**config.mk**
```make
export PLATFORM = sky130hd
export DESIGN_NAME = timer_event_ctl
export DESIGN_NICKNAME = d
export VERILOG_FILES = /design/src/timer_evt_pkg.sv /design/src/timer_event_ctl.sv
export SDC_FILE = /design/constraint.sdc
export NUM_CORES = 1
export LEC_CHECK = 0
export BUFFER_PORTS_ARGS = -buffer_cell sky130_fd_sc_hd__buf_2
export CAP_MARGIN = 20
export CORE_MARGIN = 5
export CORE_UTILIZATION = 50
export CTS_CLUSTER_SIZE = 28
export DETAILED_ROUTE_END_ITERATION = 7
export GPL_ROUTABILITY_DRIVEN = 0
export PLACE_DENSITY = 0.83
export SYNTH_ARGS = -nofsm -noshare
export SYNTH_HDL_FRONTEND = slang
export SYNTH_SLANG_ARGS = --single-unit
export TNS_END_PERCENT = 1
```
**constraint.sdc**
```tcl
create_clock -name mclk -period 3.31 [get_ports mclk]
set_clock_uncertainty 0.2 [all_clocks]
set_input_delay 0.662 -clock mclk [delete_from_list [all_inputs] [get_ports mclk]]
set_output_delay 0.662 -clock mclk [all_outputs]
set_load 0.01 [all_outputs]
```
**src/timer_evt_pkg.sv**
```systemverilog
// constants and types shared by the timer event and output-compare control block
package timer_evt_pkg;

  localparam int DATA_W = 16;
  localparam int ADDR_W = 8;
  localparam int NUM_CH = 4;
  localparam int OC_CH = 2;

  // register byte offsets
  localparam logic [7:0] OFS_STATUS = 8'h10;
  localparam logic [7:0] OFS_EVTGEN = 8'h14;
  localparam logic [7:0] OFS_MODE12 = 8'h18;
  localparam logic [7:0] OFS_CHAN_CTRL = 8'h20;
  localparam logic [7:0] OFS_CC [NUM_CH] = '{8'h34, 8'h38, 8'h3c, 8'h40};

  // reset values
  localparam logic [15:0] RST_WORD = 16'h0000;
  localparam logic [7:0] RST_CTRL = 8'h00;
  localparam logic [15:0] CNT_ZERO = 16'h0000;

  // event_generation bits
  localparam int EG_UPD = 0;
  localparam int EG_CH_LO = 1;
  localparam int EG_TRIG = 6;

  // status bits
  localparam int ST_UPD = 0;
  localparam int ST_CH_LO = 1;
  localparam int ST_TRIG = 6;
  localparam int ST_OVR_LO = 9;
  localparam logic [15:0] ST_MASK = 16'h1e5f;

  // channel_mode_1_2 fields, channel 2 sits one stride higher
  localparam int CH_STRIDE = 8;
  localparam int SEL_LO = 0;
  localparam int FEN_BIT = 2;
  localparam int PEN_BIT = 3;
  localparam int MODE_LO = 4;
  localparam int CEN_BIT = 7;

  // channel control register: enables then polarities
  localparam int CTL_EN_LO = 0;
  localparam int CTL_POL_LO = 4;

  // wait bound for the trigger-to-reference change with fast enable set, in clocks; the path itself takes two
  localparam int FAST_LAT_CYC = 3;

  typedef enum logic [1:0] {
    SEL_OUT = 2'b00,
    SEL_PIN_OWN = 2'b01,
    SEL_PIN_OTHER = 2'b10,
    SEL_TRIG = 2'b11
  } chan_sel_t;

  typedef enum logic [2:0] {
    OC_FROZEN = 3'b000,
    OC_SET = 3'b001,
    OC_CLEAR = 3'b010,
    OC_TOGGLE = 3'b011,
    OC_FORCE_LO = 3'b100,
    OC_FORCE_HI = 3'b101,
    OC_PWM1 = 3'b110,
    OC_PWM2 = 3'b111
  } oc_mode_t;

endpackage : timer_evt_pkg

```
**src/timer_event_ctl.sv**
```systemverilog
// event generation, channel mode control and output-compare reference logic
`timescale 1ns/1ps
module timer_event_ctl #(
  parameter int COUNT_W = timer_evt_pkg::DATA_W
) (
  input wire logic mclk,
  input wire logic rst,
  input wire logic [7:0] regAddr,
  input wire logic [15:0] regWrData,
  input wire logic regWrite,
  input wire logic regRead,
  output logic [15:0] regRdData,
  input wire logic [15:0] counterValue,
  input wire logic countDown,
  input wire logic [15:0] autoReloadValue,
  input wire logic counterUpdate,
  input wire logic triggerEdge,
  input wire logic internalTriggerSelected,
  input wire logic captureEdgeA,
  input wire logic captureEdgeB,
  input wire logic captureEdgeTrig,
  input wire logic [1:0] chan34Input,
  input wire logic [1:0] chan34CaptureEdge,
  input wire logic extTriggerPin,
  output logic updateEventOut,
  output logic [15:0] counterLoadValue,
  output logic triggerEventOut,
  output logic [15:0] statusFlags,
  output logic [1:0] chanRef,
  output logic [1:0] chanOut,
  output logic [1:0] chanOutN
);

  if (COUNT_W != timer_evt_pkg::DATA_W) begin : g_width_check
    $error("COUNT_W must equal the 16-bit register width");
  end

  typedef struct packed {
    logic [15:0] rdData;
    logic [6:0] evtReq;
    logic [15:0] status;
    logic [15:0] mode;
    logic [7:0] ctrl;
    logic [3:0][15:0] ccActive;
    logic [1:0][15:0] ccShadow;
    logic [1:0] oref;
    logic [1:0] pwmPrev;
    logic [1:0][2:0] modePrev;
    logic [1:0] matchPrev;
    logic [2:0] etrSync;
    logic etrLevel;
    logic trigDly;
    logic updOut;
    logic trigOut;
    logic [15:0] loadVal;
    logic [1:0] outP;
    logic [1:0] outN;
  } state_t;

  state_t st_reg;
  state_t st_next;

  function automatic logic [1:0] selOf(input logic [15:0] m, input int ch);
    selOf = m[ch * timer_evt_pkg::CH_STRIDE + timer_evt_pkg::SEL_LO +: 2];
  endfunction : selOf

  function automatic logic [2:0] modeOf(input logic [15:0] m, input int ch);
    modeOf = m[ch * timer_evt_pkg::CH_STRIDE + timer_evt_pkg::MODE_LO +: 3];
  endfunction : modeOf

  function automatic logic bitOf(input logic [15:0] m, input int ch, input int pos);
    bitOf = m[ch * timer_evt_pkg::CH_STRIDE + pos];
  endfunction : bitOf

  // PWM1 level; PWM2 is its inverse
  function automatic logic pwmLevel(input logic [2:0] md, input logic [15:0] cnt, input logic [15:0] cmp,
                                    input logic down);
    logic lvl;
    lvl = down ? !(cnt > cmp) : (cnt < cmp);
    pwmLevel = (md == timer_evt_pkg::OC_PWM2) ? !lvl : lvl;
  endfunction : pwmLevel

  always_comb begin
    logic isIn;
    logic hwEdge;
    logic swEv;
    logic capture;
    logic match;
    logic lvl;
    logic upd;
    logic [2:0] md;
    logic [1:0] sel;
    logic nref;
    logic [15:0] keepSel;
    isIn = 1'b0;
    hwEdge = 1'b0;
    swEv = 1'b0;
    capture = 1'b0;
    match = 1'b0;
    lvl = 1'b0;
    upd = 1'b0;
    md = timer_evt_pkg::OC_FROZEN;
    sel = timer_evt_pkg::SEL_OUT;
    nref = 1'b0;
    keepSel = timer_evt_pkg::RST_WORD;
    st_next = st_reg;
    st_next.evtReq = '0;
    st_next.updOut = 1'b0;
    st_next.trigOut = 1'b0;
    st_next.rdData = timer_evt_pkg::RST_WORD;
    upd = st_reg.evtReq[timer_evt_pkg::EG_UPD] || counterUpdate;

    // external trigger: change accepted once stages two and three agree
    st_next.etrSync = {st_reg.etrSync[1:0], extTriggerPin};
    if (st_reg.etrSync[1] == st_reg.etrSync[2]) begin
      st_next.etrLevel = st_reg.etrSync[2];
    end
    st_next.trigDly = triggerEdge;

    // register reads
    if (regRead) begin
      case (regAddr)
        timer_evt_pkg::OFS_STATUS: st_next.rdData = st_reg.status;
        timer_evt_pkg::OFS_EVTGEN: st_next.rdData = timer_evt_pkg::RST_WORD;
        timer_evt_pkg::OFS_MODE12: st_next.rdData = st_reg.mode;
        timer_evt_pkg::OFS_CHAN_CTRL: st_next.rdData = {8'h00, st_reg.ctrl};
        default: st_next.rdData = timer_evt_pkg::RST_WORD;
      endcase
      for (int i = 0; i < timer_evt_pkg::NUM_CH; i++) begin
        if (regAddr == timer_evt_pkg::OFS_CC[i]) begin
          isIn = (i < timer_evt_pkg::OC_CH) ? (selOf(st_reg.mode, i) != timer_evt_pkg::SEL_OUT)
                                            : chan34Input[i - timer_evt_pkg::OC_CH];
          if (!isIn && i < timer_evt_pkg::OC_CH && bitOf(st_reg.mode, i, timer_evt_pkg::PEN_BIT)) begin
            st_next.rdData = st_reg.ccShadow[i];
          end else begin
            st_next.rdData = st_reg.ccActive[i];
          end
          // reading a captured value acknowledges its flag
          if (isIn) begin
            st_next.status[timer_evt_pkg::ST_CH_LO + i] = 1'b0;
          end
        end
      end
    end

    // register writes
    if (regWrite) begin
      case (regAddr)
        timer_evt_pkg::OFS_STATUS: begin
          st_next.status = st_reg.status & regWrData & timer_evt_pkg::ST_MASK;
        end
        timer_evt_pkg::OFS_EVTGEN: begin
          // zeros leave requests alone; only ones start events
          st_next.evtReq = regWrData[6:0] & 7'h5f;
        end
        timer_evt_pkg::OFS_MODE12: begin
          keepSel = regWrData;
          for (int i = 0; i < timer_evt_pkg::OC_CH; i++) begin
            if (st_reg.ctrl[timer_evt_pkg::CTL_EN_LO + i]) begin
              keepSel[i * timer_evt_pkg::CH_STRIDE + timer_evt_pkg::SEL_LO +: 2] = selOf(st_reg.mode, i);
            end
          end
          st_next.mode = keepSel;
        end
        timer_evt_pkg::OFS_CHAN_CTRL: st_next.ctrl = regWrData[7:0];
        default: st_next.ctrl = st_reg.ctrl;
      endcase
      for (int i = 0; i < timer_evt_pkg::OC_CH; i++) begin
        if (regAddr == timer_evt_pkg::OFS_CC[i] && selOf(st_reg.mode, i) == timer_evt_pkg::SEL_OUT) begin
          st_next.ccShadow[i] = regWrData;
          if (!bitOf(st_reg.mode, i, timer_evt_pkg::PEN_BIT)) begin
            st_next.ccActive[i] = regWrData;
          end
        end
      end
    end

    // update and trigger events issued the cycle after the request
    if (st_reg.evtReq[timer_evt_pkg::EG_UPD]) begin
      st_next.updOut = 1'b1;
      st_next.loadVal = countDown ? autoReloadValue : timer_evt_pkg::CNT_ZERO;
    end
    if (st_reg.evtReq[timer_evt_pkg::EG_TRIG]) begin
      st_next.trigOut = 1'b1;
      st_next.status[timer_evt_pkg::ST_TRIG] = 1'b1;
    end
    if (upd) begin
      st_next.status[timer_evt_pkg::ST_UPD] = 1'b1;
      for (int i = 0; i < timer_evt_pkg::OC_CH; i++) begin
        // in input mode this bit is a prescaler setting, so a capture must survive
        if (bitOf(st_reg.mode, i, timer_evt_pkg::PEN_BIT) && selOf(st_reg.mode, i) == timer_evt_pkg::SEL_OUT) begin
          st_next.ccActive[i] = st_reg.ccShadow[i];
        end
      end
    end

    // per-channel capture and flags
    for (int i = 0; i < timer_evt_pkg::NUM_CH; i++) begin
      swEv = st_reg.evtReq[timer_evt_pkg::EG_CH_LO + i];
      if (i < timer_evt_pkg::OC_CH) begin
        sel = selOf(st_reg.mode, i);
        isIn = (sel != timer_evt_pkg::SEL_OUT);
        case (sel)
          timer_evt_pkg::SEL_PIN_OWN: hwEdge = (i == 0) ? captureEdgeA : captureEdgeB;
          timer_evt_pkg::SEL_PIN_OTHER: hwEdge = (i == 0) ? captureEdgeB : captureEdgeA;
          timer_evt_pkg::SEL_TRIG: hwEdge = captureEdgeTrig && internalTriggerSelected;
          default: hwEdge = 1'b0;
        endcase
        match = (counterValue == st_reg.ccActive[i]) && !st_reg.matchPrev[i];
      end else begin
        isIn = chan34Input[i - timer_evt_pkg::OC_CH];
        hwEdge = chan34CaptureEdge[i - timer_evt_pkg::OC_CH];
        match = 1'b0;
      end
      hwEdge = hwEdge && st_reg.ctrl[timer_evt_pkg::CTL_EN_LO + i];
      if (isIn) begin
        capture = swEv || hwEdge;
        if (capture) begin
          st_next.ccActive[i] = counterValue;
          st_next.status[timer_evt_pkg::ST_CH_LO + i] = 1'b1;
          if (st_reg.status[timer_evt_pkg::ST_CH_LO + i]) begin
            st_next.status[timer_evt_pkg::ST_OVR_LO + i] = 1'b1;
          end
        end
      end else if (swEv || match) begin
        st_next.status[timer_evt_pkg::ST_CH_LO + i] = 1'b1;
      end
    end

    // output reference for channels 1 and 2
    for (int i = 0; i < timer_evt_pkg::OC_CH; i++) begin
      md = modeOf(st_reg.mode, i);
      match = (counterValue == st_reg.ccActive[i]);
      lvl = pwmLevel(md, counterValue, st_reg.ccActive[i], countDown);
      nref = st_reg.oref[i];
      case (md)
        timer_evt_pkg::OC_FROZEN: nref = st_reg.oref[i];
        timer_evt_pkg::OC_SET: if (match && !st_reg.matchPrev[i]) nref = 1'b1;
        timer_evt_pkg::OC_CLEAR: if (match && !st_reg.matchPrev[i]) nref = 1'b0;
        timer_evt_pkg::OC_TOGGLE: if (match && !st_reg.matchPrev[i]) nref = !st_reg.oref[i];
        timer_evt_pkg::OC_FORCE_LO: nref = 1'b0;
        timer_evt_pkg::OC_FORCE_HI: nref = 1'b1;
        timer_evt_pkg::OC_PWM1, timer_evt_pkg::OC_PWM2: begin
          if (lvl != st_reg.pwmPrev[i] || st_reg.modePrev[i] == timer_evt_pkg::OC_FROZEN) begin
            nref = lvl;
          end
          // fast path: a trigger edge lands on the up-counting post-match level
          if (bitOf(st_reg.mode, i, timer_evt_pkg::FEN_BIT) && st_reg.trigDly) begin
            nref = (md == timer_evt_pkg::OC_PWM2);
          end
        end
        default: nref = st_reg.oref[i];
      endcase
      if (bitOf(st_reg.mode, i, timer_evt_pkg::CEN_BIT) && st_reg.etrLevel) begin
        nref = 1'b0;
      end
      // input channels have no reference to drive
      if (selOf(st_reg.mode, i) != timer_evt_pkg::SEL_OUT) begin
        nref = 1'b0;
      end
      st_next.oref[i] = nref;
      st_next.pwmPrev[i] = lvl;
      st_next.modePrev[i] = md;
      st_next.matchPrev[i] = match;
      // active-high reference, each output flipped by its own polarity bit
      st_next.outP[i] = st_reg.ctrl[timer_evt_pkg::CTL_EN_LO + i] &&
                        (nref ^ st_reg.ctrl[timer_evt_pkg::CTL_POL_LO + 2 * i]);
      st_next.outN[i] = st_reg.ctrl[timer_evt_pkg::CTL_EN_LO + i] &&
                        (nref ^ st_reg.ctrl[timer_evt_pkg::CTL_POL_LO + 2 * i + 1]);
    end
  end

  always_ff @(posedge mclk) begin
    if (rst) begin
      st_reg <= '0;
    end else begin
      st_reg <= st_next;
    end
  end

  assign regRdData = st_reg.rdData;
  assign updateEventOut = st_reg.updOut;
  assign counterLoadValue = st_reg.loadVal;
  assign triggerEventOut = st_reg.trigOut;
  assign statusFlags = st_reg.status;
  assign chanRef = st_reg.oref;
  assign chanOut = st_reg.outP;
  assign chanOutN = st_reg.outN;
endmodule : timer_event_ctl

```
Yosys cells after proc, flatten, opt, wreduce, memory -nomap -nowiden --
Cells that the tools add are included.
Storage, ports and cells: word-level logic and storage cells 228, memories 0, memory bits (writable) 0, bits in latches 0, flip-flop bits (word level) 191, bits of input ports 72, ROM bits 0
Cells by class: $mul 0, shifts and indexed selects 0, equality and inequality tests 33, muxes and demuxes 87, $add $sub $neg 0, magnitude comparators 4, reductions and logical operators 66, bitwise logic cells 10, divide/modulo/power cells 0
Operators with widths (number):
- 16-bit 2-to-1 mux | 20
- 64-bit 2-to-1 mux | 1
- 1-bit 2-to-1 mux | 54
- 16-bit one-hot mux with 3 select lines | 1
- 37-bit 2-to-1 mux | 1
- 16-bit == test | 2
- 8-bit by 6-bit == test with 1-bit output (second input constant) | 4
- 16-bit greater-than comparator | 2
- 16-bit less-than comparator | 2
- 32-bit 2-to-1 mux | 1
- 3-bit == test (second input constant) | 8
- 8-bit by 5-bit == test with 1-bit output (second input constant) | 3
- 1-bit logical AND | 21
- 2-bit AND reduction | 8
- 1-bit one-hot mux with 7 select lines | 2
- 13-bit AND | 1
- 13-bit 2-to-1 mux | 1
- 3-bit by 2-bit == test with 1-bit output (second input constant) | 4
- 3-bit logical NOT | 4
- 2-bit nonzero test | 6
- 1-bit logical NOT | 10
- 1-bit logical OR | 9
- 2-bit == test (second input constant) | 4
- 8-bit by 7-bit == test with 1-bit output (second input constant) | 1
- other kinds (14) | 30

Longest topological paths before layout --
Gate-level depths: netlist of run 1.
word-level depth 14, gate-level depth with buffers 15

Least setup slack after synthesis of run 1 --
No wires, ideal clock.
path kind input port to flip-flop, from input counterValue[15], to register st_reg, in the netlist chanOutN[1], setup slack -0.119 ns, buffers on the path 0, cell stages on the path 13, arrival 3.151 ns, cell sequence ha_1 nand4_1 nor4_1 nor2b_1 inv_1 ha_1 nand2b_1 o211ai_1 o31ai_1 a222oi_1 a21oi_1 o31a_1 nor3_1
On the way: longest elaborated chain between the ends 14, elaborated cells on any way between the ends 20, classes of those cells 2 x order compare; 2 x eq/ne; 10 x mux; 1 x bitwise; 5 x reduce/logical
RTL lines:
- start, declared | line timer_event_ctl.sv:13 | input wire logic [15:0] counterValue,
- 16-bit greater-than comparator | line timer_event_ctl.sv:79 | lvl = down ? !(cnt > cmp) : (cnt < cmp);
- 1-bit logical NOT | line timer_event_ctl.sv:79
- 1-bit 2-to-1 mux | line timer_event_ctl.sv:79
- 1-bit logical NOT | line timer_event_ctl.sv:80 | pwmLevel = (md == timer_evt_pkg::OC_PWM2) ? !lvl : lvl;
- 1-bit 2-to-1 mux | line timer_event_ctl.sv:80
- 1-bit inequality test | line timer_event_ctl.sv:244 | if (lvl != st_reg.pwmPrev[i] || st_reg.modePrev[i] == timer_evt_pkg::OC_FROZEN) begin
- 1-bit logical OR | line timer_event_ctl.sv:244
- 1-bit 2-to-1 mux | line timer_event_ctl.sv:244
- 1-bit 2-to-1 mux | line timer_event_ctl.sv:248 | if (bitOf(st_reg.mode, i, timer_evt_pkg::FEN_BIT) && st_reg.trigDly) begin
- 1-bit one-hot mux with 7 select lines (*) | line timer_event_ctl.sv:236 | case (md)
- 1-bit 2-to-1 mux (*) | line timer_event_ctl.sv:254 | if (bitOf(st_reg.mode, i, timer_evt_pkg::CEN_BIT) && st_reg.etrLevel) begin
- 1-bit 2-to-1 mux (*) | line timer_event_ctl.sv:258 | if (selOf(st_reg.mode, i) != timer_evt_pkg::SEL_OUT) begin
- 1-bit XOR (*) | line timer_event_ctl.sv:269 | (nref ^ st_reg.ctrl[timer_evt_pkg::CTL_POL_LO + 2 * i + 1]);
- 1-bit logical AND (*) | line timer_event_ctl.sv:268 | st_next.outN[i] = st_reg.ctrl[timer_evt_pkg::CTL_EN_LO + i] &&
- end signal, assigned | line timer_event_ctl.sv:277 | st_reg <= st_next;
- end, declared | line timer_event_ctl.sv:60 | state_t st_reg;
Mark *: on every way between the ends. The rest lies on a longest branch, timed or not. A chain may end at the register's enable or synchronous reset.

Worst setup path after layout of run 1 --
from register st_reg[97] (netlist bit), to register st_reg, in the netlist chanRef[1]
On the way: longest elaborated chain between the ends 12, elaborated cells on any way between the ends 18, classes of those cells 2 x order compare; 2 x eq/ne; 10 x mux; 4 x reduce/logical
RTL lines (line):
- 16-bit greater-than comparator | timer_event_ctl.sv:79
- 1-bit logical NOT | timer_event_ctl.sv:79
- 1-bit 2-to-1 mux | timer_event_ctl.sv:79
- 1-bit logical NOT | timer_event_ctl.sv:80
- 1-bit 2-to-1 mux | timer_event_ctl.sv:80
- 1-bit inequality test | timer_event_ctl.sv:244
- 1-bit logical OR | timer_event_ctl.sv:244
- 1-bit 2-to-1 mux | timer_event_ctl.sv:244
- 1-bit 2-to-1 mux | timer_event_ctl.sv:248
- 1-bit one-hot mux with 7 select lines (*) | timer_event_ctl.sv:236
- 1-bit 2-to-1 mux (*) | timer_event_ctl.sv:254
- 1-bit 2-to-1 mux (*) | timer_event_ctl.sv:258
Marks and branches as above.

==> results of run 1 <==
final timing paths:
kind	end	slack, ns
setup / recovery	chanRef[1]$_SDFF_PP0_	-0.16
hold / removal	triggerEventOut$_SDFF_PP0_	0.23
setup reg to reg	chanRef[1]$_SDFF_PP0_	-0.16
hold reg to reg	triggerEventOut$_SDFF_PP0_	0.23
timing repair:
action                                  4_1_cts  5_1_grt
gates resized for setup                      21        5
pin swaps                                    10       10
buffers inserted                              2        1
endpoints found under the setup margin        3        3
metal layers:
metal  vias to the layer above  global-route usage (%)  share of wire, %
met1                      4491                    36.2                38
met2                       646                    43.8                45
li1                       4421                       -                 -
met5                         -                       0                 0
met3                       134                    6.44                12
met4                         0                    14.2               5.2
cell usage after synthesis, types with 9 or more instances:
cell type | count | area share [%]
a22o_1 | 16 | 1.4
mux2i_1 | 81 | 8.2
ha_1 | 36 | 4.6
nor2b_1 | 32 | 2.0
a221oi_1 | 12 | 1.1
a21oi_1 | 156 | 7.9
a31oi_1 | 12 | 0.76
nor2_1 | 98 | 3.7
nor3_1 | 11 | 0.56
and2_1 | 12 | 0.76
dfxtp_1 | 191 | 39
nand4_1 | 9 | 0.57
o21ai_0 | 53 | 2.7
nand3_1 | 31 | 1.6
inv_1 | 44 | 1.7
clkbuf_1 | 57 | 2.2
buf_4 | 56 | 4.3
nand2_1 | 226 | 8.6
area by class of cell:
class | count | area, µm² | area share [%]
timing repair buffer | 202 | 1220 | 10.6
clock buffer | 23 | 478 | 4.16
sequential | 191 | 3830 | 33.3
inverter | 44 | 165 | 1.44
multi-input combinational | 886 | 5360 | 46.6
clock inverter | 9 | 121 | 1.06
tap | 265 | 332 | 2.88
per-stage QoR:
step	instance area, µm²	utilization (%)	hold WS [ns]
floorplan	9910	-	0.214
global placement	10700	55.2	0.224
detailed placement	10700	55.2	0.229
CTS	11500	58.9	0.239
global route	11500	59.1	0.261
finish	11500	59.1	0.235
worst max-delay path, stage by stage, from the launching register on:
cell	delay [ns]
dfxtp_2	0.34
inv_2	0.06
ha_4	0.26
nand4_1	0.25
nor4_4	0.32
buf_4	0.16
nor2b_4	0.15
inv_2	0.07
ha_4	0.20
nand2b_4	0.14
o211ai_1	0.12
o31ai_1	0.10
a222oi_1	0.37
a21oi_2	0.18
buf_4	0.18
nor3_2	0.16
nor2_1	0.06
kinds of logic (layout without fill, tap and decap cells):
kind of cell,after synthesis,in the layout,share of synthesized area (%)
compound gates,300,300,17.9
xor+xnor,1,1,0.0886
fa+ha+maj,36,36,4.56
buf+inv,168,278,8.72
flops,191,191,38.7
mux,84,84,8.55
other cells,1,6,0.0379
simple gates,459,459,21.5
report_power, final:
part / internal [µW] / switching [µW]
clock: 1190 / 908
sequential: 2300 / 5.07
combinational: 104 / 184
total: 3590 / 1100
==> flow_summary.json, run 1 <==
{
  "status": "finished with violations",
  "violations": "setup timing",
  "hpwl_mm": 22.1,
  "n_fill_cell": 1682,
  "grt_max_degree": 61,
  "clock-sinks": 191,
  "dp.cells": 1585,
  "async_flop_share_pct": 0,
  "worst_slew_pin_slew_ns": 1.00,
  "setup_viol": 3,
  "syn_area_um2": 9880,
  "ys_ff_latch": 191,
  "finalMaxSlewViolations": 0,
  "root_buffer": "clkbuf_16",
  "yosys.cell_types.count": 64,
  "whs_path_depth": 2,
  "grt.total_usage_pct": 28.0,
  "fin_cells": 1620,
  "maxCapViolCount": 0,
  "ios": 128,
  "avgSynthCellArea_um2": 7.97,
  "hold_start": "st_reg[181]$_SDFF_PP0_",
  "fmax_ghz": 0.288,
  "reg2reg_from": "st_reg[97]$_SDFF_PP0_",
  "end_kind": "flip-flop",
  "final_nets": 1450,
  "start_kind": "flip-flop",
  "critPathRequiredTime_ns": 3.41,
  "setup_slack_ns": -0.158,
  "htreeDepth": 4,
  "crit_start": "st_reg[97]$_SDFF_PP0_",
  "synth_edf_count": 0,
  "ff2ff_path_depth": 16,
  "peakVddDrop_uv": 379,
  "numCtsBuffers": 17,
  "start_util_pct": 50.8,
  "largest_register_ffs": 133,
  "clk_pin_slew_ns": 0.07,
  "hold_viol": 0,
  "total_power_uw": 4690,
  "synth-seq-area-share_pct": 38.7,
  "min_path_type": "flip-flop to flip-flop",
  "hold_buffers": 0,
  "syn_inst": 1240,
  "clockBufferDepth": 2,
  "grt_first_pass_wirelength_mm": 49.4,
  "arrival_ns": 3.57,
  "ys.flop_type": "dfxtp_1",
  "ant_nets": 0,
  "grt_antenna_before_repair": 0,
  "portBuffers": 121,
  "rsz0062_at_grt": "yes",
  "drive_gt1_share_pct": 20.1,
  "first_iter_violations": 1349,
  "insertion_delay_ns": 0.44,
  "grt_pass1_vias": 9363,
  "ys.warnings.count": 0,
  "route.detailed.drc": 0,
  "final_common_cell": "nand2_1",
  "core_area_um2": 19500,
  "diodes": 0,
  "crit_type": "flip-flop to flip-flop",
  "crit_fanout": 5,
  "avgViaCountPerCell": 5.98,
  "die_x_um": 151,
  "vias": 9692,
  "final_cell_mix": "226 x nand2_1, 187 x dfxtp_1, 155 x a21oi_1",
  "pre_cts_ws_ns": -0.660,
  "period_share_pct": 105,
  "maxSlewHeadroom_pct": 33.1,
  "min_period_ns": 3.47,
  "grt_overflow": 0,
  "wl_per_cell_um": 19.7,
  "p_per_area_nw_per_um2": 408,
  "tns_ns": -0.418,
  "rows": 51,
  "p_leak_uw": 0.00467,
  "die_h_um": 151,
  "first_pass_iters": 6,
  "drt_wl_total_mm": 31.9,
  "cts_tree": "yes",
  "syn2layout_area_growth_pct": 16.4,
  "design.die.area_um2": 22700
}
No activity file was read; power rests on OpenSTA's default activity.
==> inputs of run 2 (changes only) <==
Settings changed: CORE_MARGIN 5 to not set.
==> run 2 against run 1 <==
Against the previous run: largest cell class unchanged; power increased by 2.8%; global-route usage increased by 3.5 points; clock power increased by 5%; highest routed layer unchanged; sequential cell count unchanged; final area increased by 1.2%; the run still ends with setup timing left; critical path depth down 1; largest power group unchanged.
==> flow_summary.json, run 2 (same netlist as run 1, synthesis figures left out) <==
{
  "holdWs_ns": 0.234,
  "start_kind": "flip-flop",
  "p_sw_share_pct": 24.8,
  "wl_per_cell_um": 19.5,
  "final_common_cell": "nand2_1",
  "hold_start": "st_next[25]$_SDFF_PP0_",
  "root_buffer": "clkbuf_16",
  "rsz0062_at_grt": "yes",
  "drive_gt1_share_pct": 21.8,
  "min_path_type": "flip-flop to flip-flop",
  "route.detailed.drc": 0,
  "setup_viol": 2,
  "grt_first_pass_wirelength_mm": 48.6,
  "switching_power_uw": 1190,
  "numCtsBuffers": 17,
  "grt_max_degree": 53,
  "critPathSlowestCell": "a222oi_1",
  "end_kind": "flip-flop",
  "grt_overflow": 0,
  "pwr-share-clk_pct": 45.9,
  "largest_register_ffs": 133,
  "ant_nets": 0,
  "crit_start": "st_reg[91]$_SDFF_PP0_",
  "hpwl_mm": 21.8,
  "crit_chain": "inv_1 > ha_1 > nand4_1 > nor4_4 > buf_4 > nor2b_4 > inv_2 > ha_4 > nand2b_4 > o211ai_1 > o31ai_1 > a222oi_1 > a21oi_2 > nor4_2 > nor3_2",
  "start_util_pct": 50.9,
  "hold_viol": 0,
  "design.die.area_um2": 20300,
  "grt_pass1_vias": 9111,
  "maxCapViolCount": 0,
  "critical_path.n_buffers_inverters": 3,
  "min_period_ns": 3.35,
  "grt.total_usage_pct": 31.5,
  "fin_util_pct": 60.0,
  "fmax_ghz": 0.298,
  "syn2layout_area_growth_pct": 17.8,
  "final_nets": 1453,
  "clockBufferDepth": 2,
  "maxSlewHeadroom_pct": 38.5,
  "crit_type": "flip-flop to flip-flop",
  "crit_fanout": 5,
  "first_iter_violations": 1475,
  "rows": 51,
  "first_pass_iters": 6,
  "arrival_ns": 3.48,
  "p_int_uw": 3630,
  "crit_family": "simple AND/OR/NAND/NOR gates",
  "cts_tree": "yes",
  "avgViaCountPerCell": 6.06,
  "period_share_pct": 101,
  "clk_pin_slew_ns": 0.07,
  "ios": 128,
  "die_h_um": 143,
  "critical-path-max-stage-delay_ns": 0.35,
  "p_per_area_nw_per_um2": 414,
  "die_x_um": 143,
  "htreeDepth": 4,
  "insertion_delay_ns": 0.45,
  "setup_slack_ns": -0.0413,
  "vias": 9831,
  "diodes": 0,
  "peakVddDrop_uv": 472,
  "finalMaxSlewViolations": 0,
  "hold_buffers": 0,
  "clock-sinks": 191,
  "pwr-share-comb_pct": 6.2,
  "final_cell_mix": "226 x nand2_1, 177 x dfxtp_1, 155 x a21oi_1",
  "total_power_uw": 4820,
  "reg2reg_from": "st_reg[91]$_SDFF_PP0_",
  "critPathRequiredTime_ns": 3.44,
  "violations": "setup timing",
  "status": "finished with violations",
  "drt_wl_total_mm": 31.7,
  "grt_antenna_before_repair": 0,
  "tns_ns": -0.0573,
  "p_leak_uw": 0.00470,
  "power_frac_seq_pct": 47.8,
  "portBuffers": 121,
  "core_area_um2": 19400,
  "worst_slew_pin_slew_ns": 0.923
}
==> run 2: final cells by class <==
class                           count  area (µm²)
Tap cell                          265         332
Sequential cell                   191        3840
Multi-Input combinational cell    886        5430
Clock buffer                       17         425
Inverter                           44         165
Clock inverter                     15         204
Fill cell                        1685        7760
Timing Repair Buffer              205        1240
==> run 2: repair_timing <==
item,CTS,global route
setup endpoints to repair,3,3
gates resized for setup,24,22
pin swaps,12,9
buffers inserted,3,2
==> run 2: worst reg2reg max path: stages (launching register included) <==
cell	delay (ns)
dfxtp_1	0.34
inv_1	0.06
ha_1	0.28
nand4_1	0.22
nor4_4	0.26
buf_4	0.17
nor2b_4	0.14
inv_2	0.06
ha_4	0.20
nand2b_4	0.14
o211ai_1	0.11
o31ai_1	0.10
a222oi_1	0.35
a21oi_2	0.17
nor4_2	0.35
nor3_2	0.08
==> run 2: through the flow <==
step                std cells  worst slack (ns)  cell area [µm²]
global route             1623            -0.126            11600
floorplan                1245           -0.0249             9910
global placement         1586            -0.424            10800
finish                   1623           -0.0413            11600
detailed placement       1586            -0.542            10800
CTS                      1621           -0.0224            11500
==> run 2: path summary, 6_finish.rpt <==
path	endpoint	slack (ns)	cells after the start
worst max-delay path	chanOut[1]$_SDFF_PP0_	-0.04	15
worst min-delay path	st_next[26]$_SDFF_PP0_	0.23	1
worst max register to register	chanOut[1]$_SDFF_PP0_	-0.04	15
worst min register to register	st_next[26]$_SDFF_PP0_	0.23	1
==> run 2: power groups by stage <==
stage / logic [µW] / clock network, µW / registers, µW
2_1_floorplan: 120 / 0 / 2360
3_3_place_gp: 271 / 0 / 2360
3_5_place_dp: 276 / 0 / 2360
4_1_cts: 282 / 2210 / 2310
5_1_grt: 320 / 2310 / 2310
6_report: 300 / 2210 / 2310
==> run 2: routing by layer <==
| layer | up-vias | global-route usage (%) | routed length, µm | part of all wire, % |
|---|---|---|---|---|
| li1 | 4429 | - | - | - |
| met1 | 4578 | 40.1 | 12200 | 39 |
| met2 | 674 | 48.8 | 14200 | 45 |
| met3 | 150 | 6.49 | 3470 | 11 |
| met4 | 0 | 19.8 | 1820 | 5.8 |
| met5 | - | 0 | 0 | 0 |
==> inputs of run 3 (changes only) <==
==> constraint.sdc (replaced) <==
create_clock -name mclk -period 3.31 [get_ports mclk]
set_clock_uncertainty 0.2 [all_clocks]
set_input_delay 0 -clock mclk [delete_from_list [all_inputs] [get_ports mclk]]
set_output_delay 0 -clock mclk [all_outputs]
set_load 0.01 [all_outputs]
==> run 3 against run 2 <==
Against the previous run: the flow still finishes with violations (setup timing); non-clock buffer count grew 55; die area did not move; count of clock-buffer cells in the layout unchanged; global-route usage grew 1.6 points; highest routed layer unchanged; sequential share of layout area decreased by 1.4 points; power down 1.0%; register-to-register slack worse by 0.24 ns; sequential cell count is the same; combinational power increased by 19%; final area increased by 4.2%; cell count is 3.4% higher; sequential power about the same.
==> flow_summary.json, run 3 (same netlist as run 1, synthesis figures left out) <==
{
  "finalMaxSlewViolations": 0,
  "grt.total_usage_pct": 33.1,
  "fmax_ghz": 0.278,
  "route.detailed.drc": 0,
  "ant_nets": 0,
  "drive_gt1_share_pct": 19.5,
  "p_per_area_nw_per_um2": 393,
  "grt_first_pass_wirelength_mm": 51.0,
  "reg2reg_from": "st_reg[102]$_SDFF_PP0_",
  "start_kind": "flip-flop",
  "min_period_ns": 3.59,
  "maxCapViolCount": 0,
  "place_area_um2": 10500,
  "grt_overflow": 0,
  "vias": 10400,
  "start_util_pct": 50.9,
  "arrival_ns": 3.77,
  "die_x_um": 143,
  "portBuffers": 121,
  "hold_start": "regAddr[5]",
  "htreeDepth": 4,
  "cts_tree": "yes",
  "root_buffer": "clkbuf_16",
  "drt_wl_total_mm": 34.2,
  "rsz0062_at_grt": "yes",
  "worst_slew_pin_slew_ns": 1.14,
  "insertion_delay_ns": 0.45,
  "largest_register_ffs": 133,
  "avgViaCountPerCell": 6.19,
  "status": "finished with violations",
  "grt_max_degree": 81,
  "violations": "setup timing",
  "multi_input_area_um2": 5380,
  "peakVddDrop_uv": 381,
  "rows": 51,
  "n_fill_cell": 1563,
  "grt_antenna_before_repair": 0,
  "syn2layout_area_growth_pct": 22.7,
  "setup_viol": 4,
  "crit_start": "st_reg[102]$_SDFF_PP0_",
  "core_area_um2": 19400,
  "min_path_type": "input port to flip-flop",
  "setup_slack_ns": -0.283,
  "critPathRequiredTime_ns": 3.48,
  "ios": 128,
  "total_power_uw": 4770,
  "wl_per_cell_um": 20.4,
  "design.die.area_um2": 20300,
  "hpwl_mm": 21.5,
  "ff_latch_area_um2": 3840,
  "p_leak_uw": 0.00488,
  "period_share_pct": 109,
  "crit_type": "flip-flop to flip-flop",
  "clock-sinks": 191,
  "diodes": 0,
  "clockBufferDepth": 2,
  "first_pass_iters": 6,
  "final_common_cell": "nand2_1",
  "die_h_um": 143,
  "crit_fanout": 5,
  "numCtsBuffers": 17,
  "final_cell_area_um2": 12100,
  "first_iter_violations": 1453,
  "hold_viol": 0,
  "maxSlewHeadroom_pct": 23.9,
  "final_cell_mix": "226 x nand2_1, 180 x dfxtp_1, 154 x a21oi_1",
  "final_nets": 1508,
  "grt_pass1_vias": 9700,
  "clk_pin_slew_ns": 0.08,
  "fin_util_pct": 62.5,
  "end_kind": "flip-flop"
}
[run 3: cell types whose count changed in the layout (fill, tap and decap cells not counted), moves of 4 or more]
cell and change:
buf_4 -12, dlygate4sd3_1 +67, ha_1 +5, ha_4 -4
[run 3: metal layers]
layer	vias to the layer above	wire, µm	track usage [%]
met5	-	0	0
met4	0	2320	20.5
met3	233	4410	9.15
met2	844	15000	51.8
met1	4768	12400	40.2
li1	4546	-	-
[run 3: what timing repair did]
item,in CTS,in global routing
pin swaps,12,7
cloned,0,0
endpoints found under the hold margin,159,0
setup endpoints to repair,3,7
setup buffers,19,2
gates resized for setup,29,8
hold buffers,68,0
[run 3: power breakdown]
part | total (µW) | internal [µW] | switching [µW]
combinational | 356 | 151 | 204
clock | 2110 | 1080 | 1030
sequential | 2310 | 2300 | 5.46
[run 3: final timing paths]
check / to / slack (ns) / cells after the start
worst max register to register: chanOutN[1]$_SDFF_PP0_ / -0.28 / 16
worst max-delay path: chanOutN[1]$_SDFF_PP0_ / -0.28 / 16
worst min-delay path: regRdData[1]$_SDFF_PP0_ / 0.06 / 5
worst min register to register: triggerEventOut$_SDFF_PP0_ / 0.24 / 2
[run 3: worst max-delay path, cell delays in order (launching register included)]
cell and delay [ns]:
dfxtp_1 0.38, inv_1 0.07, ha_1 0.31, nand4_1 0.19, buf_4 0.19, buf_4 0.13
buf_4 0.12, buf_4 0.12, buf_4 0.12, buf_4 0.12, buf_4 0.12, buf_4 0.15
nor4_2 0.52, nand2_1 0.14, o2111a_2 0.21, o31a_1 0.32, nor3_1 0.12
[run 3: cell type report]
class                      instances  area share, %
multi-input combinational        886           44.3
sequential                       191           31.6
timing repair buffer             260           15.0
clock buffer                      17           3.51
tap                              265           2.73
clock inverter                    15           1.39
inverter                          44           1.36
[run 3: stage by stage]
stage          TNS (ns)  worst slack [ns]  hold slack [ns]  instances
6_report         -0.782            -0.283           0.0613       1678
5_1_grt           -1.34            -0.463           0.0719       1678
4_1_cts         -0.0463           -0.0463           0.0359       1676
3_5_place_dp     -0.753            -0.314           0.0147       1557
3_3_place_gp    -0.0355           -0.0196           0.0187       1557
2_1_floorplan         0             0.180          -0.0783       1245
